--- config.mk ---
export PLATFORM = sky130hd
export DESIGN_NAME = slss_top
export DESIGN_NICKNAME = d
export VERILOG_FILES = /design/src/core/slss_pkg.sv /design/src/core/slss_sync.sv /design/src/core/slss_top.sv
export SDC_FILE = /design/constraint.sdc
export NUM_CORES = 1
export LEC_CHECK = 0
export ABC_AREA = 1
export BUFFER_PORTS_ARGS = -buffer_cell sky130_fd_sc_hd__buf_2
export CAP_MARGIN = 20
export CORE_ASPECT_RATIO = 0.8
export CORE_MARGIN = 2
export CORE_UTILIZATION = 45
export CTS_CLUSTER_SIZE = 10
export DETAILED_ROUTE_END_ITERATION = 10
export GPL_TIMING_DRIVEN = 0
export PLACE_DENSITY_LB_ADDON = 0.05
export SLEW_MARGIN = 10
export SYNTH_ARGS = -nofsm -noshare
export SYNTH_HDL_FRONTEND = slang
export SYNTH_SLANG_ARGS = --single-unit
--- constraint.sdc ---
create_clock -name pclk -period 1.1 [get_ports pclk]
set_input_delay 0.275 -clock pclk [delete_from_list [all_inputs] [get_ports pclk]]
set_output_delay 0.275 -clock pclk [all_outputs]
set_load 0.1 [all_outputs]
--- src/core/slss_pkg.sv ---
// Package for the serial link setting select block.
// Assumes a 125 MHz pclk; all other files except the wiring model import it whole.
package slss_pkg;

  localparam int unsigned SLSS_CLK_HZ = 125_000_000;
  localparam int unsigned SLSS_ADDR_W = 6;
  localparam int unsigned SLSS_CODE_W = 2;
  localparam int unsigned SLSS_SW_W = 8;
  localparam int unsigned SLSS_DIV_W = 16;

  // Field positions inside the switch bank
  localparam int unsigned SLSS_ADDR_LSB = 0;
  localparam int unsigned SLSS_CODE_LSB = 6;

  // Bit-rate codes; zero means "use stored value"
  localparam logic [1:0] SLSS_CODE_NVM = 2'h0;
  localparam logic [1:0] SLSS_CODE_9K6 = 2'h1;
  localparam logic [1:0] SLSS_CODE_38K4 = 2'h2;
  localparam logic [1:0] SLSS_CODE_115K2 = 2'h3;

  // Rates in bits per second, as printed in kbps times 1000
  localparam int unsigned SLSS_RATE_9K6 = 9_600;
  localparam int unsigned SLSS_RATE_38K4 = 38_400;
  localparam int unsigned SLSS_RATE_115K2 = 115_200;

  // Clocks per bit, rounded down, never below one
  localparam logic [15:0] SLSS_DIV_9K6 = 16'(SLSS_CLK_HZ / SLSS_RATE_9K6);
  localparam logic [15:0] SLSS_DIV_38K4 = 16'(SLSS_CLK_HZ / SLSS_RATE_38K4);
  localparam logic [15:0] SLSS_DIV_115K2 = 16'(SLSS_CLK_HZ / SLSS_RATE_115K2);

  // Reset values
  localparam logic [5:0] SLSS_ADDR_RST = 6'h00;
  localparam logic [1:0] SLSS_CODE_RST = 2'h0;
  localparam logic [15:0] SLSS_DIV_RST = 16'h0000;
  // Synchroniser start: select at its pull-up level (RS-232), switches open
  localparam logic [8:0] SLSS_PINS_RST = 9'h100;
  // Last count of the settle wait while the synchroniser fills
  localparam logic [1:0] SLSS_SETTLE_LAST = 2'h3;

  // APB register map (byte addresses)
  localparam logic [7:0] SLSS_REG_CTRL = 8'h00;
  localparam logic [7:0] SLSS_REG_STATUS = 8'h04;
  localparam logic [7:0] SLSS_REG_NVM = 8'h08;
  localparam logic [7:0] SLSS_REG_RESULT = 8'h0C;
  localparam logic [7:0] SLSS_REG_DIV = 8'h10;

  // Control register fields
  localparam int unsigned SLSS_CTRL_RESAMPLE = 0;

  localparam logic [7:0] SLSS_NVM_RST = 8'h00;

  typedef enum logic [1:0] {SLSS_SYNC, SLSS_LOAD, SLSS_DONE} slss_state_t;

endpackage

--- src/core/slss_sync.sv ---
// Two-flop synchroniser bank for pin inputs.
// Assumes inputs asynchronous to pclk; first stage read only by second.
`timescale 1ns/1ps
`default_nettype none
module slss_sync
  import slss_pkg::*;
#(
  parameter int unsigned WIDTH = 9,
  parameter logic [WIDTH-1:0] RST_VAL = '0
)
(
  input wire logic pclk,
  input wire logic presetn,
  input wire logic [WIDTH-1:0] din,
  output logic [WIDTH-1:0] dout
);

  logic [WIDTH-1:0] stage1;

  always_ff @(posedge pclk or negedge presetn)
  begin
    if (!presetn)
    begin
      // Start at the pins' idle levels so no false change follows reset
      stage1 <= RST_VAL;
      dout <= RST_VAL;
    end
    else
    begin
      stage1 <= din;
      dout <= stage1;
    end
  end

endmodule // slss_sync
`default_nettype wire

--- src/core/slss_top.sv ---
// Serial link setting select: resolves node address and bit rate from switches.
// Assumes switch pins are active high when closed and stable at reset release.
`timescale 1ns/1ps
`default_nettype none
module slss_top
  import slss_pkg::*;
(
  input wire logic pclk,
  input wire logic presetn,
  input wire logic [7:0] sw_closed,
  input wire logic port_select,
  input wire logic psel,
  input wire logic penable,
  input wire logic pwrite,
  input wire logic [7:0] paddr,
  input wire logic [31:0] pwdata,
  output logic [31:0] prdata,
  output logic pready,
  output logic pslverr,
  output logic rs485_mode,
  output logic [5:0] node_addr,
  output logic [15:0] bit_div,
  output logic settings_valid
);

  ////////////////////////////////////////////////////////////////////////
  // Pin synchronisers

  logic [8:0] pins_sync;

  slss_sync #(.WIDTH(9), .RST_VAL(SLSS_PINS_RST)) u_sync (
    .pclk(pclk),
    .presetn(presetn),
    .din({port_select, sw_closed}),
    .dout(pins_sync)
  );

  logic [7:0] sw_s;
  logic sel_s;
  assign sw_s = pins_sync[7:0];
  assign sel_s = pins_sync[8];

  ////////////////////////////////////////////////////////////////////////
  // Sampling and resolution

  slss_state_t state, next_state;
  logic [5:0] sw_addr, next_sw_addr;
  logic [1:0] sw_code, next_sw_code;
  logic [5:0] next_node_addr;
  logic [1:0] rate_code;
  logic [15:0] next_bit_div;
  logic next_rs485_mode;
  logic next_settings_valid;
  logic [7:0] nvm, next_nvm;
  logic [1:0] settle;
  logic [1:0] next_settle;
  logic resample_req;

  function automatic logic [15:0] slss_code_div(input logic [1:0] code);
    unique case (code)
      SLSS_CODE_9K6: slss_code_div = SLSS_DIV_9K6;
      SLSS_CODE_38K4: slss_code_div = SLSS_DIV_38K4;
      SLSS_CODE_115K2: slss_code_div = SLSS_DIV_115K2;
      SLSS_CODE_NVM: slss_code_div = SLSS_DIV_RST;
    endcase
  endfunction

  // Non-volatile fallback: address low six bits, rate code in bits seven:six
  always_comb
  begin
    next_node_addr = (sw_addr != SLSS_ADDR_RST) ? sw_addr : nvm[5:0];
    rate_code = (sw_code != SLSS_CODE_NVM) ? sw_code : nvm[7:6];
  end

  always_comb
  begin
    next_state = state;
    next_sw_addr = sw_addr;
    next_sw_code = sw_code;
    next_settle = settle;
    next_settings_valid = settings_valid;
    // Mode tracks the pin live; it never alters address or rate
    next_rs485_mode = ~sel_s;
    next_bit_div = bit_div;
    unique case (state)
      SLSS_SYNC:
      begin
        // Wait for the synchroniser to fill before trusting pins
        next_settle = settle + 2'h1;
        if (settle == SLSS_SETTLE_LAST)
          next_state = SLSS_LOAD;
      end
      SLSS_LOAD:
      begin
        next_sw_addr = sw_s[SLSS_ADDR_LSB +: SLSS_ADDR_W];
        next_sw_code = sw_s[SLSS_CODE_LSB +: SLSS_CODE_W];
        next_state = SLSS_DONE;
      end
      SLSS_DONE:
      begin
        next_settings_valid = 1'b1;
        next_bit_div = slss_code_div(rate_code);
        if (resample_req)
        begin
          next_settings_valid = 1'b0;
          next_state = SLSS_LOAD;
        end
      end
    endcase
  end

  always_ff @(posedge pclk or negedge presetn)
  begin
    if (!presetn)
    begin
      state <= SLSS_SYNC;
      sw_addr <= SLSS_ADDR_RST;
      sw_code <= SLSS_CODE_RST;
      settle <= 2'h0;
      settings_valid <= 1'b0;
      rs485_mode <= 1'b0;
      node_addr <= SLSS_ADDR_RST;
      bit_div <= SLSS_DIV_RST;
    end
    else
    begin
      state <= next_state;
      sw_addr <= next_sw_addr;
      sw_code <= next_sw_code;
      settle <= next_settle;
      settings_valid <= next_settings_valid;
      rs485_mode <= next_rs485_mode;
      node_addr <= (state == SLSS_DONE) ? next_node_addr : node_addr;
      bit_div <= next_bit_div;
    end
  end

  ////////////////////////////////////////////////////////////////////////
  // APB slave, zero wait states

  logic [31:0] next_prdata;
  logic next_pslverr;
  logic acc;
  logic mapped;

  always_comb
  begin
    acc = psel & ~penable;
    mapped = (paddr == SLSS_REG_CTRL) || (paddr == SLSS_REG_STATUS) || (paddr == SLSS_REG_NVM)
      || (paddr == SLSS_REG_RESULT) || (paddr == SLSS_REG_DIV);
    next_nvm = nvm;
    resample_req = 1'b0;
    if (psel && penable && pwrite && paddr == SLSS_REG_NVM)
      next_nvm = pwdata[7:0];
    if (psel && penable && pwrite && paddr == SLSS_REG_CTRL)
      resample_req = pwdata[SLSS_CTRL_RESAMPLE];
    next_prdata = prdata;
    next_pslverr = 1'b0;
    if (acc)
    begin
      next_pslverr = ~mapped;
      unique case (paddr)
        SLSS_REG_STATUS: next_prdata = {28'h0000000, rs485_mode, settings_valid, state == SLSS_DONE, 1'b0};
        SLSS_REG_NVM: next_prdata = {24'h000000, nvm};
        SLSS_REG_RESULT: next_prdata = {16'h0000, sw_code, sw_addr, rate_code, node_addr};
        SLSS_REG_DIV: next_prdata = {16'h0000, bit_div};
        default: next_prdata = 32'h00000000;
      endcase
    end
  end

  always_ff @(posedge pclk or negedge presetn)
  begin
    if (!presetn)
    begin
      nvm <= SLSS_NVM_RST;
      prdata <= 32'h00000000;
      pslverr <= 1'b0;
      pready <= 1'b0;
    end
    else
    begin
      nvm <= next_nvm;
      prdata <= next_prdata;
      pslverr <= next_pslverr;
      pready <= acc;
    end
  end

  ////////////////////////////////////////////////////////////////////////
  // Assertions

  AST_ADDR_FROM_SW: assert property (@(posedge pclk) disable iff (!presetn)
    state == SLSS_LOAD |=> sw_addr == $past(sw_s[5:0]))
    else $error("address field not taken from switches one to six");
  AST_CODE_FROM_SW: assert property (@(posedge pclk) disable iff (!presetn)
    state == SLSS_LOAD |=> sw_code == $past(sw_s[7:6]))
    else $error("rate code not taken from switches seven and eight");
  AST_MODE_NO_EFFECT: assert property (@(posedge pclk) disable iff (!presetn)
    state == SLSS_DONE && $past(state) == SLSS_DONE && $changed(rs485_mode) |-> $stable(node_addr))
    else $error("port type change altered node address");
  AST_NVM_ADDR: assert property (@(posedge pclk) disable iff (!presetn)
    state == SLSS_DONE && sw_addr == 6'h00 |=> node_addr == $past(nvm[5:0]))
    else $error("zero address did not select stored address");
  AST_NVM_RATE: assert property (@(posedge pclk) disable iff (!presetn)
    state == SLSS_DONE && sw_code == 2'h0 && nvm[7:6] == 2'h1 |=> bit_div == SLSS_DIV_9K6)
    else $error("zero code did not select stored rate");
  AST_RATE_MAP: assert property (@(posedge pclk) disable iff (!presetn)
    state == SLSS_DONE && sw_code == 2'h3 |=> bit_div == 16'h043D)
    else $error("code three not mapped to 115.2 kbps");
  AST_MODE_PIN: assert property (@(posedge pclk) disable iff (!presetn)
    rs485_mode == ~$past(sel_s))
    else $error("port mode does not follow selection pin");
  AST_HOLD: assert property (@(posedge pclk) disable iff (!presetn)
    state == SLSS_DONE && !resample_req |=> $stable(sw_addr) && $stable(sw_code))
    else $error("switch values changed after sampling");
  AST_VALID_TIME: assert property (@(posedge pclk) disable iff (!presetn)
    $rose(presetn) |-> ##[1:10] settings_valid)
    else $error("settings not valid in time");

  COV_SW_ADDR: cover property (@(posedge pclk) disable iff (!presetn) state == SLSS_DONE && sw_addr != 6'h00);
  COV_NVM_ADDR: cover property (@(posedge pclk) disable iff (!presetn) state == SLSS_DONE && sw_addr == 6'h00);
  COV_RATE3: cover property (@(posedge pclk) disable iff (!presetn) settings_valid && bit_div == SLSS_DIV_115K2);
  COV_RESAMPLE: cover property (@(posedge pclk) disable iff (!presetn) resample_req);

endmodule // slss_top
`default_nettype wire

==> results of run 1 <==
[power by group]
part,internal [mW],switching [mW]
logic,3.12,4.68
clock network,0.878,0.946
registers,3.20,0.540
[through the flow]
| stage | instances | TNS [ps] | instance area [um^2] | util [%] |
|---|---|---|---|---|
| after floorplan | 354 | -403.8 | 3356 | - |
| after global placement | 509 | -54290 | 3805 | 55.76 |
| after detailed placement | 510 | -9776 | 3835 | 56.20 |
| after CTS | 550 | -7757 | 4775 | 69.97 |
| after global routing | 562 | -10250 | 5150 | 75.47 |
| final | 562 | -8718 | 5150 | 75.47 |
[cell usage in the layout (no fill, tap or decap), types with 2 or more instances in the layout]
master,instances
dfrtp_1,35
a21oi_1,9
clkinvlp_4,2
nand3_4,3
inv_2,8
nor2_4,10
conb_1,19
o21ai_1,4
nand2_2,18
nand3_1,25
o21ai_2,7
buf_8,2
o31ai_1,3
dfstp_2,2
buf_6,20
clkbuf_1,3
nand3_2,7
o21ai_0,3
clkbuf_8,10
ha_1,3
a31oi_1,6
and2_4,3
nor2_1,11
buf_2,29
buf_12,40
nand4_1,6
nand2_1,67
dfrtp_2,24
inv_1,15
dfrtp_4,9
nor2_2,7
buf_4,46
nand2_4,10
[timing repair]
action                                  4_1_cts  5_1_grt
gates cloned                                  1        1
hold endpoints to repair                      8        0
hold buffers                                  1        0
pin swaps                                    11       27
setup buffers                                22       15
endpoints found under the setup margin       66       70
resized for setup                           172       77
[sequential cells by signal (all words and copies together) (netlist names), 6 cells and up]
register / count
node_addr: 6
nvm: 8
bit_div: 6
prdata: 16
sw_addr: 6
u_sync.dout: 9
u_sync.stage1: 9
[layer usage]
metal	vias up	share of wire, %	wire length [um]	global-route usage [%]
met5	-	0	0	0
met2	102	50	4237	36.81
met3	7	5.9	501	7.035
met1	1307	43	3691	28.95
li1	1310	-	-	-
met4	0	0.99	84	5.417
[critical path, cell delays in order (launching register included)]
cell,delay (ps)
dfrtp_4,530
buf_12,140
buf_12,150
[how the worst max path moves through the flow]
stage	from	end	slack, ps	cells past startpoint
CTS	bit_div[10]	bit_div[5]	-350	2
floorplan	bit_div[12]	bit_div[12]	-80	1
global placement	presetn	settings_valid	-820	1
global route	bit_div[10]	bit_div[10]	-370	2
detailed placement	paddr[0]	prdata[4]	-300	10
finish	bit_div[10]	bit_div[10]	-360	2
[final cells by class]
cell class	count	area [um^2]	share of cell area [%]
buffer	34	340.3	6.608
clock buffer	13	148.9	2.891
clock inverter	3	20.02	0.3887
inverter	23	86.33	1.676
multi-input combinational	226	1359	26.38
sequential	70	1818	35.30
tap	87	108.9	2.114
timing repair buffer	106	1269	24.64
[kinds of logic after synthesis]
family	count (synthesis)
simple gates	169
xor+xnor	1
fa+ha+maj	4
buf+inv	58
compound gates	32
mux	1
other cells	1
flops	70
==> results_dict.tcl, run 1 <==
set metrics [dict create \
    outcome "finished, violations left" \
    violations "negative setup slack" \
    hpwlAfterDp_mm 5.290 \
    postSynthCellCount 336 \
    hold_path_class "in -> reg" \
    holdCritStartpoint "port_select" \
    ff2ff_path_depth 5 \
    drc 0 \
    synth_compound_area_share_pct 5.584 \
    synth_top_area_share_pct 54.25 \
    die_x_um 97.35 \
    grt_usage_pct 22.26 \
    antenna_found_initial 0 \
    core_mm2 0.006824 \
    initial_core_util_pct 45.97 \
    tritoncts "yes" \
    cts_buffers 9 \
    required_ps 820 \
    worstReg2RegStart "state[0]" \
    synth.mux.area_fraction_pct 0.3590 \
    power-per-cell-area_mw_per_mm2 2593 \
    ios 112 \
    vdd_ir_drop_max_v 0.001705 \
    endpoint_kind "output port" \
    diodes 0 \
    path_clk_slew_ps 80 \
    hold-path-cell-count 1 \
    ys.flop_type "dfrtp_1" \
    areaGrowthSynthToFinish_pct 64.18 \
    final_nets 528 \
    cts_max_level 3 \
    avgSynthCellArea_um2 9.336 \
    synth.most_common_cell "nand2_1" \
    post-place-ws_ps -304.3 \
    clock_latency_ps 360 \
    die_area_mm2 0.007659 \
    grt_start_max_net_pins 63 \
    setup_viol 57 \
    firstDrtPassIters 4 \
    synth_edf_count 0 \
    drt_iter0_drc 192 \
    r2r_end "settings_valid" \
    period_needed_ps 1463 \
    synth_cell_types 29 \
    critPathKind "reg -> out" \
    leakagePower_nw 2.521 \
    overflow 0 \
    cts.sinks 70 \
    grt_pass1_vias 2593 \
    reg2reg_slack_ps -120 \
    wire_per_inst_um 15.15 \
    synth_top_family_by_area "simple AND/OR/NAND/NOR gates" \
    clock-root-buffer "clkbuf_8" \
    crit_fanout 4 \
    slew_viol_final 0 \
    ys.warnings.count 0 \
    layout-drive-gt1-share_pct 55.16 \
    synth.area.top_cells "dfrtp_1 54%, nand2_1 11%, buf_4 6.2%" \
    hold_viol 0 \
    grt_pass1_wl_mm 13.03 \
    synth-seq-cells 70 \
    vias_per_cell 4.851 \
    fmaxAchievable_mhz 683.5 \
    synth.largest_area_cell "dfrtp_1" \
    cap_viol_max_count 0 \
    period_share_pct 133.0 \
    async_reset_ff_share_pct 100.0 \
    fillers 455 \
    skew_ps 12.19 \
    gp_congestion 0.7867 \
    rows 27 \
    die_y_um 78.68 \
    finalPower_mw 13.35 \
    synth_area_mm2 0.003137 \
    seq_area_frac_synth_pct 55.92 \
    vias 2726 \
    yosys.area_share.simple_pct 24.77 \
    routed_wl_mm 8.514 \
    worst_slack_ps -363.1 \
    synth_commonest_cells "89 x nand2_1, 68 x dfrtp_1, 34 x nand3_1" \
    synth_adder_area_share_pct 1.596 \
    holdPathEnd "u_sync.stage1[8]" \
    ant_nets 0 \
    clock_path_buffers 2 \
    timing.hold.ws_ps 20.07 \
    portBuffers 68 \
    crit_arrival_ps 1190 \
    crit_path_start_kind "register" \
    rsz0062_at_grt "true" \
    synthXorXnorAreaFrac_pct 0.2792 \
]
Power figures use the tool's default switching activity.
==> run 2: changes to the inputs <==
CORE_UTILIZATION = 49   (was 45)
clock period = 1.6 ns   (was 1.1 ns; I/O delays follow)
==> run 2 against run 1 <==
Against the previous run:
- the flow now finishes without violations
- critical path depth decreased by 1
- clock skew decreased by 3.3 ps
- sequential share of layout area increased by 9.4 points
- combinational power decreased by 56%
- cell area decreased by 24%
- sequential cell count unchanged
- clock-buffer cell count unchanged
- hold slack improved by 130 ps
- global-route usage decreased by 2.0 points
- sequential power decreased by 37%
- clock power decreased by 21%
- critical endpoint is now node_addr[0]
- largest cell class unchanged
- largest power group unchanged
- highest routed layer unchanged
==> results_dict.tcl, run 2 (synthesis results as in run 1) <==
set metrics [dict create \
    outcome "finished clean" \
    cts_max_level 3 \
    period_needed_ps 1560 \
    slew_viol_final 0 \
    gp_congestion 0.8145 \
    slowest_stage "buf_2" \
    antenna_found_initial 0 \
    final_nets 493 \
    vias_per_cell 4.721 \
    power-per-cell-area_mw_per_mm2 1829 \
    rows 26 \
    path_clk_slew_ps 70 \
    ios 112 \
    p_sw_mw 3.570 \
    cts.sinks 70 \
    grt_pass1_wl_mm 10.64 \
    grt_pass1_vias 2180 \
    layout-drive-gt1-share_pct 32.27 \
    power.share.sequential_pct 32.9 \
    grt_usage_pct 20.27 \
    critPathMaxStageDelay_ps 440 \
    final_area_mm2 0.003936 \
    vdd_ir_drop_max_v 0.001132 \
    cts_buffers 9 \
    worstReg2RegStart "sw_code[1]" \
    final_common_cell "nand2_1" \
    initial_core_util_pct 49.96 \
    path_cells "buf_2" \
    die_area_mm2 0.007061 \
    diodes 0 \
    place_inst 507 \
    hold_path_class "in -> reg" \
    critPathKind "reg -> out" \
    reg_top3 "prdata (16), u_sync.dout (9), u_sync.stage1 (9)" \
    required_ps 1200 \
    worst_slack_ps 40.03 \
    holdPathEnd "u_sync.stage1[8]" \
    areaGrowthSynthToFinish_pct 25.49 \
    ant_nets 0 \
    hold-path-cell-count 1 \
    die_x_um 93.46 \
    place_area_mm2 0.003685 \
    intPower_mw 3.630 \
    reg2reg_slack_ps 330 \
    swShare_pct 49.58 \
    period_share_pct 97.50 \
    ff2ff_path_depth 6 \
    finalPower_mw 7.200 \
    cap_viol_max_count 0 \
    routed_wl_mm 6.678 \
    wire_per_inst_um 12.74 \
    clock-root-buffer "clkbuf_8" \
    final_cells 524 \
    largest_reg_flops 16 \
    die_y_um 75.56 \
    final_cell_mix "89 x nand2_1, 64 x dfrtp_1, 54 x buf_2" \
    p_comb_share_pct 47.1 \
    endpoint_kind "output port" \
    largest-register "prdata" \
    clock_path_buffers 2 \
    cp_top_family "buffers and inverters" \
    fmaxAchievable_mhz 641.0 \
    hpwlAfterDp_mm 5.027 \
    p_clk_share_pct 20.0 \
    critPathBufInv 1 \
    rsz0062_at_grt "false" \
    crit_arrival_ps 1160 \
    drc 0 \
    setup_viol 0 \
    leakagePower_nw 2.166 \
    core_mm2 0.006279 \
    setup_tns_ps 0 \
    vias 2474 \
    grt_start_max_net_pins 49 \
    skew_ps 8.854 \
    r2r_end "bit_div[7]" \
    crit_path_start_kind "register" \
    postCtsSetupRepairBufs 0 \
    holdCritStartpoint "port_select" \
    tritoncts "yes" \
    clock_latency_ps 340 \
    overflow 0 \
    hold_viol 0 \
    post-place-ws_ps 69.59 \
    firstDrtPassIters 4 \
    crit_fanout 3 \
    drt_iter0_drc 120 \
    portBuffers 68 \
]
==> run 2: changes by cell type in the layout (fill, tap and decap cells not counted), moves of 8 or more <==
| cell | previous run | this run |
|---|---|---|
| buf_6 | 20 | 5 |
| buf_12 | 40 | 0 |
| buf_2 | 29 | 54 |
| clkbuf_4 | 0 | 8 |
| nand2_4 | 10 | 2 |
| nand3_1 | 25 | 34 |
| o21ai_0 | 3 | 12 |
| dfrtp_1 | 35 | 64 |
| dfrtp_2 | 24 | 4 |
| dfrtp_4 | 9 | 0 |
| nand2_1 | 67 | 89 |
| nand2_2 | 18 | 4 |
| buf_4 | 46 | 35 |
| nor2_1 | 11 | 21 |
==> run 2: power by group through the flow <==
stage	logic [mW]	clock network [mW]	registers (mW)
global placement	3.25	0	2.39
CTS	3.37	1.48	2.37
floorplan	1.61	0	3.47
global route	3.58	1.55	2.41
finish	3.39	1.44	2.37
detailed placement	3.31	0	2.40
==> run 2: final cells by class <==
cell class | count | area (um^2)
Fill cell | 574 | 2342
Sequential cell | 70 | 1759
Buffer | 35 | 270.3
Clock buffer | 13 | 158.9
Clock inverter | 3 | 42.54
Timing Repair Buffer | 70 | 420.4
Inverter | 23 | 86.33
Tap cell | 84 | 105.1
Multi-Input combinational cell | 226 | 1094
==> run 2: routing by layer <==
layer / global-route usage [%] / share of wire, % / wire [um] / up-vias
li1: - / - / - / 1236
met1: 29.24 / 49 / 3252 / 1154
met2: 30.30 / 44 / 2927 / 73
met3: 4.748 / 6.0 / 402 / 11
met4: 7.516 / 1.4 / 95 / 0
met5: 0 / 0 / 0 / -
==> run 2: metrics by stage <==
step                hold WS, ps  util [%]
finish                    150.5     62.69
global route              134.4     62.69
CTS                       136.5     62.38
detailed placement        319.0     58.69
global placement          332.3     58.21
floorplan                 104.4         -
==> run 2: timing repair <==
| item | CTS | global route |
|---|---|---|
| hold buffers | 1 | 0 |
| hold endpoints to repair | 22 | 0 |
| endpoints found under the setup margin | 8 | 8 |
| gates cloned | 0 | 0 |
| resized for setup | 8 | 8 |
==> run 2: how the worst max path moves through the flow <==
stage,cells after the start,from,end
6_report,1,node_addr[0],node_addr[0]
2_1_floorplan,1,bit_div[12],bit_div[12]
4_1_cts,1,bit_div[10],bit_div[0]
3_5_place_dp,9,paddr[7],state[1]
5_1_grt,1,node_addr[0],node_addr[0]
3_3_place_gp,1,presetn,bit_div[4]
==> run 3: changes to the inputs <==
RECOVER_POWER = 100   (was not set)
==> run 3 against run 2 <==
Against the previous run:
- register-to-register slack lost 140 ps
- via count unchanged
- final cell count did not move
- setup slack lost 3.9 ps
- sequential share of layout area up 0.26 points
- largest power group unchanged
- largest cell class unchanged
- combinational power barely moved
==> results_dict.tcl, run 3 (synthesis results as in run 1) <==
set metrics [dict create \
    setup_viol 0 \
    vias_per_cell 4.721 \
    grt_usage_pct 20.27 \
    leakagePower_nw 2.145 \
    cts.sinks 70 \
    initial_core_util_pct 49.96 \
    largest_reg_flops 16 \
    routed_wl_mm 6.656 \
    period_needed_ps 1564 \
    reg_top3 "prdata (16), u_sync.dout (9), u_sync.stage1 (9)" \
    fmaxAchievable_mhz 639.4 \
    vias 2474 \
    finalPower_mw 7.174 \
    clock-root-buffer "clkbuf_8" \
    die_area_mm2 0.007061 \
    layout-drive-gt1-share_pct 30.91 \
    rsz0062_at_grt "false" \
    antenna_found_initial 0 \
    cts_max_level 3 \
    die_x_um 93.46 \
    crit_path_start_kind "register" \
    gp_congestion 0.8145 \
    hpwlAfterDp_mm 5.027 \
    seq_area_mm2 0.001759 \
    endpoint_kind "output port" \
    vdd_ir_drop_max_v 0.001126 \
    grt_start_max_net_pins 49 \
    tritoncts "yes" \
    skew_ps 7.438 \
    cts_buffers 9 \
    grt_pass1_wl_mm 10.64 \
    critPathMaxStageDelay_ps 440 \
    clock_latency_ps 340 \
    clock_path_buffers 2 \
    crit_fanout 3 \
    period_share_pct 97.74 \
    crit_arrival_ps 1160 \
    grt_pass1_vias 2180 \
    postCtsSetupRepairBufs 0 \
    final_cell_mix "90 x nand2_1, 64 x dfrtp_1, 46 x buf_2" \
    path_cells "buf_2" \
    slew_viol_final 0 \
    critPathBufInv 1 \
    fin_util_pct 62.34 \
    core_mm2 0.006279 \
    slowest_stage "buf_2" \
    die_y_um 75.56 \
    critPathKind "reg -> out" \
    largest-register "prdata" \
    drt_iter0_drc 142 \
    multiInputGateArea_mm2 0.001081 \
    drc 0 \
    slew_headroom_pct 59.20 \
    ant_nets 0 \
    cap_viol_max_count 0 \
    final_nets 493 \
    hold_path_class "in -> reg" \
    rows 26 \
    hold_viol 0 \
    ios 112 \
    diodes 0 \
    wire_per_inst_um 12.70 \
    areaGrowthSynthToFinish_pct 24.77 \
    overflow 0 \
    power-per-cell-area_mw_per_mm2 1833 \
    cp_top_family "buffers and inverters" \
    portBuffers 68 \
    outcome "finished clean" \
    path_clk_slew_ps 70 \
    fillers 580 \
    required_ps 1200 \
    final_common_cell "nand2_1" \
    firstDrtPassIters 4 \
    worst-slew-pin-transition_ps 612.0 \
]
[run 3: changes by cell type in the layout (fill, tap and decap cells not counted), sizes merged]
cell,delta
clkbuf,+14
buf,-14
[run 3: layer usage]
metal  track usage, %  up-vias  routed length, um
met4            7.516        0                 97
met3            4.748        9                436
met2            30.30       80               2862
met5                0        -                  0
li1                 -     1235                  -
met1            29.24     1150               3259
[run 3: final timing paths]
| kind | to | slack [ps] | cells after the start | from |
|---|---|---|---|---|
| max in group asynchronous | u_sync.dout[8] | 290 | 3 | presetn |
| min in group asynchronous | prdata[6] | 610 | 2 | presetn |
| max reg2reg | state[1] | 190 | 4 | state[0] |
| min | u_sync.stage1[8] | 150 | 1 | port_select |
| max | node_addr[0] | 40 | 1 | node_addr[0] |
| min reg2reg | u_sync.dout[0] | 350 | 0 | u_sync.stage1[0] |
[run 3: through the flow]
stage	setup slack, ps	cells	setup TNS, ps	instance area (um^2)	hold slack (ps)
5_1_grt	5.262	524	0	3914	134.4
4_1_cts	4.007	524	0	3916	136.5
3_3_place_gp	-327.3	506	-14460	3655	332.3
3_5_place_dp	69.59	507	0	3685	319.0
6_report	36.11	524	0	3914	147.5
2_1_floorplan	115.7	354	0	3209	104.4
[run 3: repair_timing]
item | 4_1_cts | 5_1_grt
endpoints found under the setup margin | 8 | 8
gates cloned | 0 | 0
pin swaps | 0 | 0
endpoints found under the hold margin | 22 | 0
resized for setup | 8 | 8
hold buffers | 1 | 0
[run 3: area by class of cell]
class / instances / area share, %
sequential: 70 / 44.95
multi-input combinational: 226 / 27.62
timing repair buffer: 70 / 10.68
buffer: 35 / 6.714
clock buffer: 13 / 4.060
tap: 84 / 2.685
inverter: 23 / 2.206
clock inverter: 3 / 1.087
[run 3: report_power, final]
part	leakage [nW]	total, mW	switching (mW)	internal (mW)
logic	1.19	3.36	2.68	0.683
registers	0.860	2.37	0.245	2.13
clock network	0.0996	1.44	0.639	0.804
